### src/periodic_wake_pkg.sv
/*
  Package for the periodic wake-up timer: register offsets, field positions,
  reset values, timing constants, the control struct and the state type.
  Assumes a 20 MHz bus clock and a 32-bit Avalon-MM register bus.
*/
package periodic_wake_pkg;

  // Bus geometry
  localparam int ADDR_W = 5;  // Byte address width of the register window
  localparam int DATA_W = 32;  // Bus data width

  // Register byte offsets
  localparam logic [4:0] OFF_CONTROL = 5'h00;  // periodic_wake_control
  localparam logic [4:0] OFF_RATE = 5'h04;  // Period field
  localparam logic [4:0] OFF_IRQ_STATUS = 5'h08;  // Sticky events, read only
  localparam logic [4:0] OFF_IRQ_CLEAR = 5'h0C;  // Write one to clear, write only
  localparam logic [4:0] OFF_IRQ_ENABLE = 5'h10;  // Event enables

  // Field positions in periodic_wake_control
  localparam int BIT_TIMEOUT_FLAG = 0;  // periodic_timeout_flag
  localparam int BIT_IRQ_ENABLE = 1;  // periodic_irq_enable
  localparam int BIT_FEATURE_ENABLE = 2;  // periodic_feature_enable
  localparam int BIT_EXT_ACCESS = 3;  // periodic_external_access_enable
  localparam int BIT_WAVE_SELECT = 4;  // periodic_external_wave_select
  localparam int BIT_CLOCK_SELECT = 7;  // periodic_clock_select

  // Field positions in the interrupt status, clear and enable registers
  localparam int BIT_EVT_TIMEOUT = 0;  // Time-out event
  localparam int EVT_W = 1;  // Number of event bits

  // Reset values
  localparam logic [15:0] RATE_RESET = 16'h0000;  // Shortest period
  localparam logic [EVT_W-1:0] EVT_RESET = 1'h0;  // No events, none enabled

  // Timing: one period unit is 0.2 ms on the autonomous clock
  localparam int CLK_PERIOD_NS = 50;  // 20 MHz bus clock
  localparam int AUTO_UNIT_NS = 200000;  // 0.2 ms per period step
  localparam int AUTO_UNIT_CYC = AUTO_UNIT_NS / CLK_PERIOD_NS;  // 4000 cycles
  localparam int BUS_UNIT_CYC = 2;  // Two bus clocks per period step
  localparam int AUTO_PULSE_CYC = AUTO_UNIT_CYC / 2;  // Half the least period
  localparam int BUS_PULSE_CYC = BUS_UNIT_CYC / 2;  // Half the least period

  // Control register contents
  typedef struct packed {
    logic clock_select;  // 0 autonomous, 1 bus clock
    logic wave_select;  // 0 pulse, 1 clock
    logic ext_access;  // Pin drive enable
    logic feature_enable;  // Timer run
    logic irq_enable;  // Flag to interrupt
  } ctrl_t;

  // Timer state, one-hot
  typedef enum logic [1:0] {
    ST_OFF = 2'b01,
    ST_RUN = 2'b10
  } run_state_t;

endpackage : periodic_wake_pkg

### src/periodic_wake_timer.sv
/*
  Periodic wake-up timer with an Avalon-MM register slave, a sticky
  interrupt status block and a waveform pin.
  Assumes one 20 MHz clock, an active-low asynchronous reset and a bus
  master that holds its request until waitrequest is seen low.
*/
// Chosen here: the register offsets and the Avalon-MM slave port.
// Functional notes
// RULE1: Timer stopped while feature enable is low
// RULE2: Interrupt request when flag and enable set
// RULE3: Flag set when the period has elapsed
// RULE4: Flag cleared only by writing one
// RULE5: Autonomous clock period is (value+1)*0.2 ms
// RULE6: Bus clock period is 2*(value+1) clocks
// RULE7: Clock select writable only while feature disabled
// RULE8: Pin driven only with access and feature enabled
// RULE9: Pulse per period, or clock at double period
// RULE10: Count restarts after every time-out
`timescale 1ns/1ns
module periodic_wake_timer #(
  parameter int AUTO_UNIT = periodic_wake_pkg::AUTO_UNIT_CYC,  // Cycles per 0.2 ms step
  parameter int RATE_W = 16  // Width of the period field
) (
  input wire logic clk,
  input wire logic rst_b,
  input wire logic [periodic_wake_pkg::ADDR_W-1:0] avs_address,
  input wire logic avs_read,
  input wire logic avs_write,
  input wire logic [periodic_wake_pkg::DATA_W-1:0] avs_writedata,
  input wire logic [3:0] avs_byteenable,
  output logic [periodic_wake_pkg::DATA_W-1:0] avs_readdata,
  output logic avs_waitrequest,
  output logic irq,
  output logic periodic_wave_output_pin,
  output logic periodic_wave_output_oe
);
  import periodic_wake_pkg::*;

  // Width of the unit prescaler and the pulse counter
  localparam int PRE_W = $clog2(AUTO_UNIT + 1);

  // Prescaler reload values at prescaler width
  localparam logic [PRE_W-1:0] AUTO_LAST = PRE_W'(AUTO_UNIT - 1);  // Autonomous step end
  localparam logic [PRE_W-1:0] BUS_LAST = PRE_W'(BUS_UNIT_CYC - 1);  // Bus step end
  localparam logic [PRE_W-1:0] AUTO_PULSE = PRE_W'(AUTO_UNIT / 2);  // Autonomous pulse
  localparam logic [PRE_W-1:0] BUS_PULSE = PRE_W'(BUS_PULSE_CYC);  // Bus pulse

  // Registers
  ctrl_t ctrl_ff;  // Control bits
  logic flag_ff;  // Time-out flag
  logic [RATE_W-1:0] rate_ff;  // Period field
  logic [EVT_W-1:0] evt_status_ff;  // Sticky event bits
  logic [EVT_W-1:0] evt_enable_ff;  // Event enables
  run_state_t state_ff;  // Timer state
  logic [PRE_W-1:0] pre_ff;  // Step prescaler
  logic [RATE_W-1:0] count_ff;  // Steps within the period
  logic [PRE_W-1:0] pulse_ff;  // Remaining pulse cycles
  logic wave_ff;  // Clock waveform level
  logic pin_ff;  // Registered pin level
  logic oe_ff;  // Registered pin enable
  logic ack_ff;  // Bus answer cycle
  logic [DATA_W-1:0] rdata_ff;  // Read data

  // Next values
  ctrl_t nxt_ctrl;
  logic nxt_flag;
  logic [EVT_W-1:0] nxt_evt_status;
  run_state_t nxt_state;

  // Bus decode
  wire logic req = avs_read | avs_write;  // Any request pending
  wire logic wr_go = avs_write & ack_ff;  // Write takes effect on answer edge
  wire logic sel_ctrl = avs_address == OFF_CONTROL;
  wire logic sel_rate = avs_address == OFF_RATE;
  wire logic sel_stat = avs_address == OFF_IRQ_STATUS;
  wire logic sel_clr = avs_address == OFF_IRQ_CLEAR;
  wire logic sel_en = avs_address == OFF_IRQ_ENABLE;
  wire logic wr_ctrl = wr_go & sel_ctrl & avs_byteenable[0];  // Control byte write
  wire logic wr_rate_lo = wr_go & sel_rate & avs_byteenable[0];  // Period low byte
  wire logic wr_rate_hi = wr_go & sel_rate & avs_byteenable[1];  // Period high byte
  wire logic wr_clr = wr_go & sel_clr & avs_byteenable[0];  // Event clear write
  wire logic wr_en = wr_go & sel_en & avs_byteenable[0];  // Event enable write

  // Written control bits
  wire logic w_fe = avs_writedata[BIT_FEATURE_ENABLE];
  wire logic w_flag_clr = wr_ctrl & avs_writedata[BIT_TIMEOUT_FLAG];  // Write one
  // Clock select only changes while disabled and not enabled by this write
  wire logic cs_writable = ~ctrl_ff.feature_enable & ~w_fe;  // [RULE7]

  // Timer decode
  wire logic running = state_ff == ST_RUN;
  wire logic [PRE_W-1:0] step_last = ctrl_ff.clock_select ? BUS_LAST : AUTO_LAST;  // [RULE5] [RULE6]
  wire logic step_tick = running & (pre_ff == step_last);  // One period step done
  wire logic timeout = step_tick & (count_ff == rate_ff);  // Period of rate+1 steps elapsed
  wire logic [PRE_W-1:0] pulse_len = ctrl_ff.clock_select ? BUS_PULSE : AUTO_PULSE;
  wire logic pulse_on = pulse_ff != '0;  // Pulse still high
  wire logic drive_pin = ctrl_ff.ext_access & ctrl_ff.feature_enable;  // [RULE8]
  wire logic wave_level = ctrl_ff.wave_select ? wave_ff : pulse_on;  // [RULE9]

  // Read mux, unmapped reads return zero
  wire logic [DATA_W-1:0] rd_ctrl = {24'h000000, ctrl_ff.clock_select, 2'b00,
                                     ctrl_ff.wave_select, ctrl_ff.ext_access,
                                     ctrl_ff.feature_enable, ctrl_ff.irq_enable, flag_ff};
  wire logic [DATA_W-1:0] rd_rate = DATA_W'(rate_ff);
  wire logic [DATA_W-1:0] rd_stat = DATA_W'(evt_status_ff);
  wire logic [DATA_W-1:0] rd_en = DATA_W'(evt_enable_ff);
  wire logic [DATA_W-1:0] rd_mux = sel_ctrl ? rd_ctrl :
                                   sel_rate ? rd_rate :
                                   sel_stat ? rd_stat :
                                   sel_en ? rd_en : '0;

  // Handshake: one wait cycle, answer on the following edge
  assign avs_waitrequest = req & ~ack_ff;
  assign avs_readdata = rdata_ff;

  // Interrupt from the flag or any enabled sticky event
  assign irq = (flag_ff & ctrl_ff.irq_enable) | (|(evt_status_ff & evt_enable_ff));  // [RULE2]

  // Pin outputs from flip-flops
  assign periodic_wave_output_pin = pin_ff;
  assign periodic_wave_output_oe = oe_ff;

  // Control next value
  always_comb begin
    nxt_ctrl = ctrl_ff;
    if (wr_ctrl) begin
      nxt_ctrl.irq_enable = avs_writedata[BIT_IRQ_ENABLE];
      nxt_ctrl.feature_enable = w_fe;  // [RULE1]
      nxt_ctrl.ext_access = avs_writedata[BIT_EXT_ACCESS];
      nxt_ctrl.wave_select = avs_writedata[BIT_WAVE_SELECT];
      if (cs_writable) begin
        nxt_ctrl.clock_select = avs_writedata[BIT_CLOCK_SELECT];  // [RULE7]
      end
    end
  end

  // Flag next value, a time-out wins over a clear in the same cycle
  always_comb begin
    nxt_flag = flag_ff;
    if (w_flag_clr) begin
      nxt_flag = 1'b0;  // [RULE4]
    end
    if (timeout) begin
      nxt_flag = 1'b1;  // [RULE3]
    end
  end

  // Sticky event next value, set wins over clear
  always_comb begin
    nxt_evt_status = evt_status_ff;
    if (wr_clr) begin
      nxt_evt_status = evt_status_ff & ~avs_writedata[EVT_W-1:0];
    end
    if (timeout) begin
      nxt_evt_status[BIT_EVT_TIMEOUT] = 1'b1;
    end
  end

  // Run state follows the feature enable
  always_comb begin
    case (state_ff)
      ST_OFF: begin
        nxt_state = ctrl_ff.feature_enable ? ST_RUN : ST_OFF;  // [RULE1]
      end
      ST_RUN: begin
        nxt_state = ctrl_ff.feature_enable ? ST_RUN : ST_OFF;  // [RULE1]
      end
      default: begin
        nxt_state = ST_OFF;
      end
    endcase
  end

  // Bus answer and read data
  always_ff @(posedge clk or negedge rst_b) begin
    if (!rst_b) begin
      ack_ff <= 1'b0;
      rdata_ff <= '0;
    end else begin
      ack_ff <= req & ~ack_ff;
      if (avs_read & ~ack_ff) begin
        rdata_ff <= rd_mux;  // Stands through the answer edge
      end
    end
  end

  // Software registers
  always_ff @(posedge clk or negedge rst_b) begin
    if (!rst_b) begin
      ctrl_ff <= '0;
      flag_ff <= 1'b0;
      evt_status_ff <= EVT_RESET;
      evt_enable_ff <= EVT_RESET;
    end else begin
      ctrl_ff <= nxt_ctrl;
      flag_ff <= nxt_flag;
      evt_status_ff <= nxt_evt_status;
      if (wr_en) begin
        evt_enable_ff <= avs_writedata[EVT_W-1:0];
      end
    end
  end

  // Period field, one generate entry per byte lane
  for (genvar b = 0; b < RATE_W / 8; b++) begin : g_rate
    wire logic lane_wr = (b == 0) ? wr_rate_lo : wr_rate_hi;  // Lane strobe
    always_ff @(posedge clk or negedge rst_b) begin
      if (!rst_b) begin
        rate_ff[b*8 +: 8] <= RATE_RESET[b*8 +: 8];
      end else if (lane_wr) begin
        rate_ff[b*8 +: 8] <= avs_writedata[b*8 +: 8];
      end
    end
  end

  // Timer state
  always_ff @(posedge clk or negedge rst_b) begin
    if (!rst_b) begin
      state_ff <= ST_OFF;
    end else begin
      state_ff <= nxt_state;
    end
  end

  // Step prescaler, held at zero while stopped
  always_ff @(posedge clk or negedge rst_b) begin
    if (!rst_b) begin
      pre_ff <= '0;
    end else if (!running || step_tick) begin
      pre_ff <= '0;  // [RULE1]
    end else begin
      pre_ff <= pre_ff + 1'b1;
    end
  end

  // Step counter, restarts after each time-out
  always_ff @(posedge clk or negedge rst_b) begin
    if (!rst_b) begin
      count_ff <= '0;
    end else if (!running || timeout) begin
      count_ff <= '0;  // [RULE10]
    end else if (step_tick) begin
      count_ff <= count_ff + 1'b1;
    end
  end

  // Pulse of half the least period, clock toggling at each time-out
  always_ff @(posedge clk or negedge rst_b) begin
    if (!rst_b) begin
      pulse_ff <= '0;
      wave_ff <= 1'b0;
    end else if (!running) begin
      pulse_ff <= '0;
      wave_ff <= 1'b0;
    end else if (timeout) begin
      pulse_ff <= pulse_len;  // [RULE9]
      wave_ff <= ~wave_ff;  // [RULE9]
    end else if (pulse_on) begin
      pulse_ff <= pulse_ff - 1'b1;
    end
  end

  // Registered pin drive
  always_ff @(posedge clk or negedge rst_b) begin
    if (!rst_b) begin
      pin_ff <= 1'b0;
      oe_ff <= 1'b0;
    end else begin
      pin_ff <= drive_pin & wave_level;  // [RULE8]
      oe_ff <= drive_pin;  // [RULE8]
    end
  end

endmodule : periodic_wake_timer

### config.mk
export PLATFORM = sky130hd
export DESIGN_NAME = periodic_wake_timer
export DESIGN_NICKNAME = d
export VERILOG_FILES = /design/src/periodic_wake_pkg.sv /design/src/periodic_wake_timer.sv
export SDC_FILE = /design/constraint.sdc
export NUM_CORES = 1
export LEC_CHECK = 0
export ABC_CLOCK_PERIOD_IN_PS = 1790
export CAP_MARGIN = 10
export CORE_MARGIN = 2
export CORE_UTILIZATION = 33
export DETAILED_ROUTE_END_ITERATION = 8
export DONT_BUFFER_PORTS = 1
export SLEW_MARGIN = 20
export SYNTH_ARGS = -nofsm -noshare
export SYNTH_HDL_FRONTEND = slang
export SYNTH_SLANG_ARGS = --single-unit
### constraint.sdc
create_clock -name clk -period 1.79 [get_ports clk]
set_clock_uncertainty 0.05 [all_clocks]
set_input_delay 0.0895 -clock clk [delete_from_list [all_inputs] [get_ports clk]]
set_output_delay 0.0895 -clock clk [all_outputs]
set_load 0.03 [all_outputs]
==> flow_summary.yaml, run 1 <==
floorplanning:
  die_width_um: 118
  io_pins: 81
  dieArea_um2: 14000
  placementRows: 41
  core_area_um2: 12700
  die_y_um: 118
  start_util_pct: 33.9
layout:
  nNetsFinal: 567
  n_antenna_cell: 0
  drive_gt1_share_pct: 28.9
  syn_to_final_growth_pct: 31.6
  final_area_um2: 5680
  n_fill_cell: 1225
  fin_cells: 694
  final_core_util_pct: 44.7
critical_path:
  r2r_cells: 8
  end_kind: "register"
  arrival_ns: 2.10
  slowest_stage: "dfrtp_1"
  crit_path_start_kind: "register"
  path_class: "register to register"
  rr_startpoint: "pre_ff[11]"
  cp.required_ns: 2.00
  cpPeakStageDelay_ns: 0.39
  crit_chain: "buf_4, buf_4, and3b_1, a22oi_2, o21a_4, buf_4, or3_1, a21oi_2"
  r2r-end: "count_ff[3]"
  cpMostUsedCell: "buf_4"
  critPathMaxFanout: 7
  r2r_slack_ns: -0.09
yosys:
  ys_seq_area_share_pct: 49.9
  synthesis.area_um2: 4320
  postSynth.asyncResetShare_pct: 100
  synth_cell_type_count: 44
  yosysTopAreaCellShare_pct: 49.3
  synth.avg_cell_area_um2: 10.1
  synth_edf_count: 0
  ys.flop_type: "dfrtp_1"
  synthTopCellsByArea: "dfrtp_1, mux2_2, xor2_1, nand2_1, o21ai_0"
  synth-seq-cells: 86
  synth_cells: 429
  synth_top_area_cell: "dfrtp_1"
  ys_warn_count: 0
timing:
  period_needed_ns: 1.88
  setup_tns_ns: -1.04
  fin_hold_ws_ns: -0.594
  final_max_slew_viol_count: 0
  rsz0062_at_grt: "yes"
  tightest_slew_ns: 0.628
  slew_headroom_pct: 58.0
  post-route-period-util_pct: 105
  fin_ws_ns: -0.0936
  finalSetupViolations: 24
  clock.fmax_ghz: 0.531
  hold_viol_final: 86
placed_design:
  dp_hpwl_um: 7020
  place_ws_ns: -0.166
  numPortBuffers: 0
  placedCellCount: 646
  placed_area_um2: 4870
  gp_congestion: 0.855
detailed_routing:
  via_per_inst: 5.09
  drt_iter0_drc: 197
  detail-route-antenna-nets: 0
  routedWlPerCell_um: 14.8
  first_pass_iters: 5
  totalWireLength_um: 10300
  vias: 3533
  drc: 0
status:
  status: "finished, violations left"
  violations: "negative hold slack, negative setup slack"
clock_tree:
  clock-sinks: 86
  clk_latency_ns: 0.34
  cts.hold.buffers_added: 21
  cts_root_buf: "clkbuf_16"
  clkTransAtPathRegs_ns: 0.06
  htree_levels: 3
  cts_tree: "built"
  cts_buffers: 9
  cts_buffer_depth: 2
pwr:
  ir_worst_vdd_mv: 0.502
  power.density_nw_per_um2: 791
  finalPower_mw: 4.50
  p_leak_nw: 2.63
global_routing:
  grtUsageTotal_pct: 15.0
  antenna_found_initial: 0
  grt_pass1_vias: 3454
  overflow: 0
  grt_start_max_net_pins: 87
  grt_pass1_wl_um: 17100
flow_run:
  cap_violations: 0
worst_hold_path:
  hp-class: "input port to async pin"
-- metal layers --
layer  GRT usage, %  share of wire [%]
met5              0                  0
met1           20.2                 44
met4           3.65               0.89
met2           24.2                 50
met3           3.91                4.8
-- final cells by class --
cell class / count / area, um2 / share of cell area [%]
sequential: 86 / 2150 / 37.9
clock buffer: 10 / 239 / 4.21
multi-input combinational: 320 / 2170 / 38.1
inverter: 8 / 30.0 / 0.529
tap: 172 / 215 / 3.79
timing repair buffer: 92 / 782 / 13.8
clock inverter: 6 / 93.8 / 1.65
-- registers in the layout (all words and copies together) (netlist names), 2 cells and up --
name	flops
avs_readdata	16
state_ff	2
pre_ff	12
pulse_ff	12
ctrl_ff	5
rate_ff	16
count_ff	16
-- cell usage in the layout (no fill, tap or decap), types with 10 or more instances in the layout --
cell type and n:
conb_1 16, xor2_1 26, buf_4 63, or3_1 10, nand2_1 56, nand3_1 15, dfrtp_1 84, dlygate4sd3_1 21
o21ai_0 28, a21oi_1 10, nor2_1 16, mux2_2 22
-- cell usage after synthesis (2+ instances only) --
| cell | n |
|---|---|
| nor2b_1 | 2 |
| or4_1 | 6 |
| nand4b_1 | 2 |
| buf_2 | 4 |
| clkbuf_1 | 9 |
| o21ai_0 | 28 |
| xnor2_1 | 9 |
| nand3_1 | 16 |
| a22oi_1 | 7 |
| buf_4 | 17 |
| nor3b_1 | 2 |
| nor3_1 | 6 |
| nand2_1 | 57 |
| nand4_1 | 8 |
| o21ai_1 | 2 |
| and3_1 | 4 |
| mux2_2 | 22 |
| nor3_2 | 2 |
| nor2_1 | 27 |
| ha_1 | 5 |
| and2_1 | 6 |
| nand3b_1 | 2 |
| dfrtp_1 | 85 |
| o31ai_1 | 5 |
| nor4_1 | 7 |
| xor2_1 | 26 |
| and4_1 | 4 |
| inv_1 | 8 |
| or3_1 | 11 |
| mux2i_1 | 9 |
| a21oi_1 | 17 |
| nand2b_1 | 2 |
-- power by group --
part | internal, mW | total, mW | switching (mW)
Combinational | 0.191 | 0.392 | 0.201
Sequential | 2.00 | 2.05 | 0.0556
Clock | 1.27 | 2.05 | 0.779
Total | 3.46 | 4.50 | 1.04
-- logic make-up (layout without fill, tap and decap cells) --
logic type	Yosys count	after routing	synth area share, %
muxes	31	31	7.82
other	1	16	0.0868
buffers and inverters	39	116	5.16
AOI/OAI and AO/OA	64	65	8.52
and+or+nand+nor	168	168	20.0
DFF	86	86	49.9
adders and majority gates	5	5	1.45
xor gates and xnor gates	35	35	7.10
-- how the worst max path moves through the flow --
stage	start	to	slack (ns)	cells after the start
4_1_cts	pre_ff[11]	count_ff[3]	-0.09	6
3_3_place_gp	pre_ff[11]	count_ff[8]	-0.10	6
3_5_place_dp	pre_ff[11]	count_ff[6]	-0.17	6
5_1_grt	pre_ff[11]	count_ff[12]	-0.16	6
6_report	pre_ff[11]	count_ff[3]	-0.09	8
2_1_floorplan	pre_ff[8]	count_ff[13]	-0.009	6
-- worst max-delay path, delay by kind of cell (launching register included) --
kind | cells | cell delay, ns
AOI/OAI and AO/OA | 3 | 0.48
buffers and inverters | 3 | 0.38
DFF | 1 | 0.39
and+or+nand+nor | 2 | 0.52
-- repair_timing --
action	CTS	global route
pin swaps	15	8
setup endpoints to repair	29	38
gates resized for setup	18	32
setup buffers	7	2
cloned	2	0
endpoints found under the hold margin	111	86
Note: power is estimated with default switching activity, not from simulation.
==> run 2: changes to the inputs <==
--- a/config.mk
+++ b/config.mk
@@ -6,11 +6,11 @@
 export NUM_CORES = 1
 export LEC_CHECK = 0
 export ABC_CLOCK_PERIOD_IN_PS = 1790
-export CAP_MARGIN = 10
 export CORE_MARGIN = 2
-export CORE_UTILIZATION = 33
+export CORE_UTILIZATION = 30
 export DETAILED_ROUTE_END_ITERATION = 8
 export DONT_BUFFER_PORTS = 1
+export MAX_ROUTING_LAYER = met4
 export SLEW_MARGIN = 20
 export SYNTH_ARGS = -nofsm -noshare
 export SYNTH_HDL_FRONTEND = slang
==> flow_summary.yaml, run 2 (synthesis gave the netlist of run 1 again) <==
status:
  status: "finished, violations left"
  violations: "negative hold slack, negative setup slack"
global_routing:
  grtUsageTotal_pct: 13.8
  grt_start_max_net_pins: 87
  overflow: 0
  antenna_found_initial: 0
  grt_pass1_wl_um: 16100
  grt_pass1_vias: 3343
clock_tree:
  clock-sinks: 86
  cts.hold.buffers_added: 19
  clkTransAtPathRegs_ns: 0.06
  cts_root_buf: "clkbuf_16"
  htree_levels: 3
  clk_latency_ns: 0.34
  cts_buffer_depth: 2
  cts_tree: "built"
  cts_buffers: 9
detailed_routing:
  detail-route-antenna-nets: 0
  via_per_inst: 4.91
  routedWlPerCell_um: 14.6
  totalWireLength_um: 10200
  first_pass_iters: 4
  drc: 0
  vias: 3405
  drt_iter0_drc: 229
floorplanning:
  placementRows: 43
  dieArea_um2: 15400
  io_pins: 81
  die_width_um: 124
  core_area_um2: 14000
  die_y_um: 124
  start_util_pct: 30.9
critical_path:
  cp.required_ns: 2.00
  r2r_cells: 5
  end_kind: "register"
  r2r-end: "count_ff[13]"
  path_class: "register to register"
  slowest_stage: "or4_1"
  crit_chain: "nor4_2, a22oi_2, o21a_2, or4_1, a21oi_4"
  critPathMaxFanout: 7
  cpPeakStageDelay_ns: 0.55
  arrival_ns: 2.16
  r2r_slack_ns: -0.16
  rr_startpoint: "pre_ff[11]"
  crit_path_start_kind: "register"
worst_hold_path:
  hp-class: "input port to async pin"
pwr:
  finalPower_mw: 4.41
  power.density_nw_per_um2: 786
  ir_worst_vdd_mv: 0.561
  p_leak_nw: 2.58
  power_frac_seq_pct: 46.6
  clock_power_share_pct: 44.7
  p_int_mw: 3.40
  p_sw_mw: 1.01
  combPwrFrac_pct: 8.7
  swShare_pct: 22.9
layout:
  fin_cells: 694
  n_fill_cell: 1339
  final_common_cell: "dfrtp_1"
  nNetsFinal: 560
  drive_gt1_share_pct: 27.4
  n_antenna_cell: 0
  syn_to_final_growth_pct: 30.1
  most-common-layout-cells: "dfrtp_1, buf_4, nand2_1, o21ai_0, xor2_1"
placed_design:
  numPortBuffers: 0
  placedCellCount: 654
  gp_congestion: 0.837
  dp_hpwl_um: 6900
  place_ws_ns: -0.173
timing:
  finalSetupViolations: 28
  fin_hold_ws_ns: -0.597
  post-route-period-util_pct: 109
  rsz0062_at_grt: "yes"
  setup_tns_ns: -2.37
  final_max_slew_viol_count: 0
  period_needed_ns: 1.95
  slew_headroom_pct: 58.8
  fin_ws_ns: -0.159
  tightest_slew_ns: 0.616
  hold_viol_final: 86
  clock.fmax_ghz: 0.513
flow_run:
  cap_violations: 0
==> run 2: worst max path at each step <==
stage	start	endpoint	slack (ns)	depth (start not counted)
after CTS	pre_ff[11]	count_ff[6]	-0.11	6
after detailed placement	rate_ff[3]	pulse_ff[9]	-0.17	7
after floorplan	pre_ff[8]	count_ff[13]	-0.009	6
after global routing	pre_ff[11]	count_ff[3]	-0.25	6
after global placement	rate_ff[3]	pulse_ff[0]	-0.21	7
final	pre_ff[11]	count_ff[13]	-0.16	5
==> run 2: cell type report <==
class | count | area (um2) | share of cell area (%)
flip-flops and latches | 86 | 2150 | 38.3
clock buffers | 10 | 229 | 4.08
inverters | 8 | 30.0 | 0.535
well taps | 180 | 225 | 4.01
multi-input cells | 319 | 2160 | 38.5
repair buffers | 86 | 732 | 13.0
clock inverters | 5 | 83.8 | 1.49
==> run 2: power groups by stage <==
| stage | Combinational (mW) | Sequential [mW] | Clock (mW) |
|---|---|---|---|
| after floorplan | 0.226 | 2.08 | 0 |
| final | 0.382 | 2.06 | 1.97 |
| after global routing | 0.417 | 2.06 | 2.09 |
| after global placement | 0.279 | 2.09 | 0 |
| after CTS | 0.355 | 2.06 | 2.02 |
| after detailed placement | 0.281 | 2.09 | 0 |
==> run 2: through the flow <==
step	util [%]	cell area [um2]	hold WS (ns)
final	40.2	5620	-0.597
after global routing	40.2	5620	-0.619
after CTS	39.5	5520	-0.609
after detailed placement	34.9	4880	-0.248
after global placement	34.9	4880	-0.247
after floorplan	-	4380	-0.256
==> run 2: worst max-delay path: cells and delay by family, from the launching register on <==
kind	cells	cell delay [ns]
flops	1	0.40
compound gates	3	0.55
simple gates	2	0.88
==> run 2: repair_timing <==
| action | in CTS | in global routing |
|---|---|---|
| cloned | 2 | 0 |
| setup endpoints to repair | 30 | 36 |
| resized for setup | 29 | 17 |
| hold endpoints to repair | 110 | 86 |
| setup buffers | 1 | 3 |
| pin swaps | 15 | 5 |
==> run 2: routing by layer <==
metal | wire length (um) | vias up | GRT usage (%)
met5 | 0 | - | -
met4 | 112 | 0 | 3.16
met3 | 369 | 15 | 3.71
met2 | 4910 | 69 | 20.9
met1 | 4760 | 1687 | 18.6
li1 | - | 1634 | -
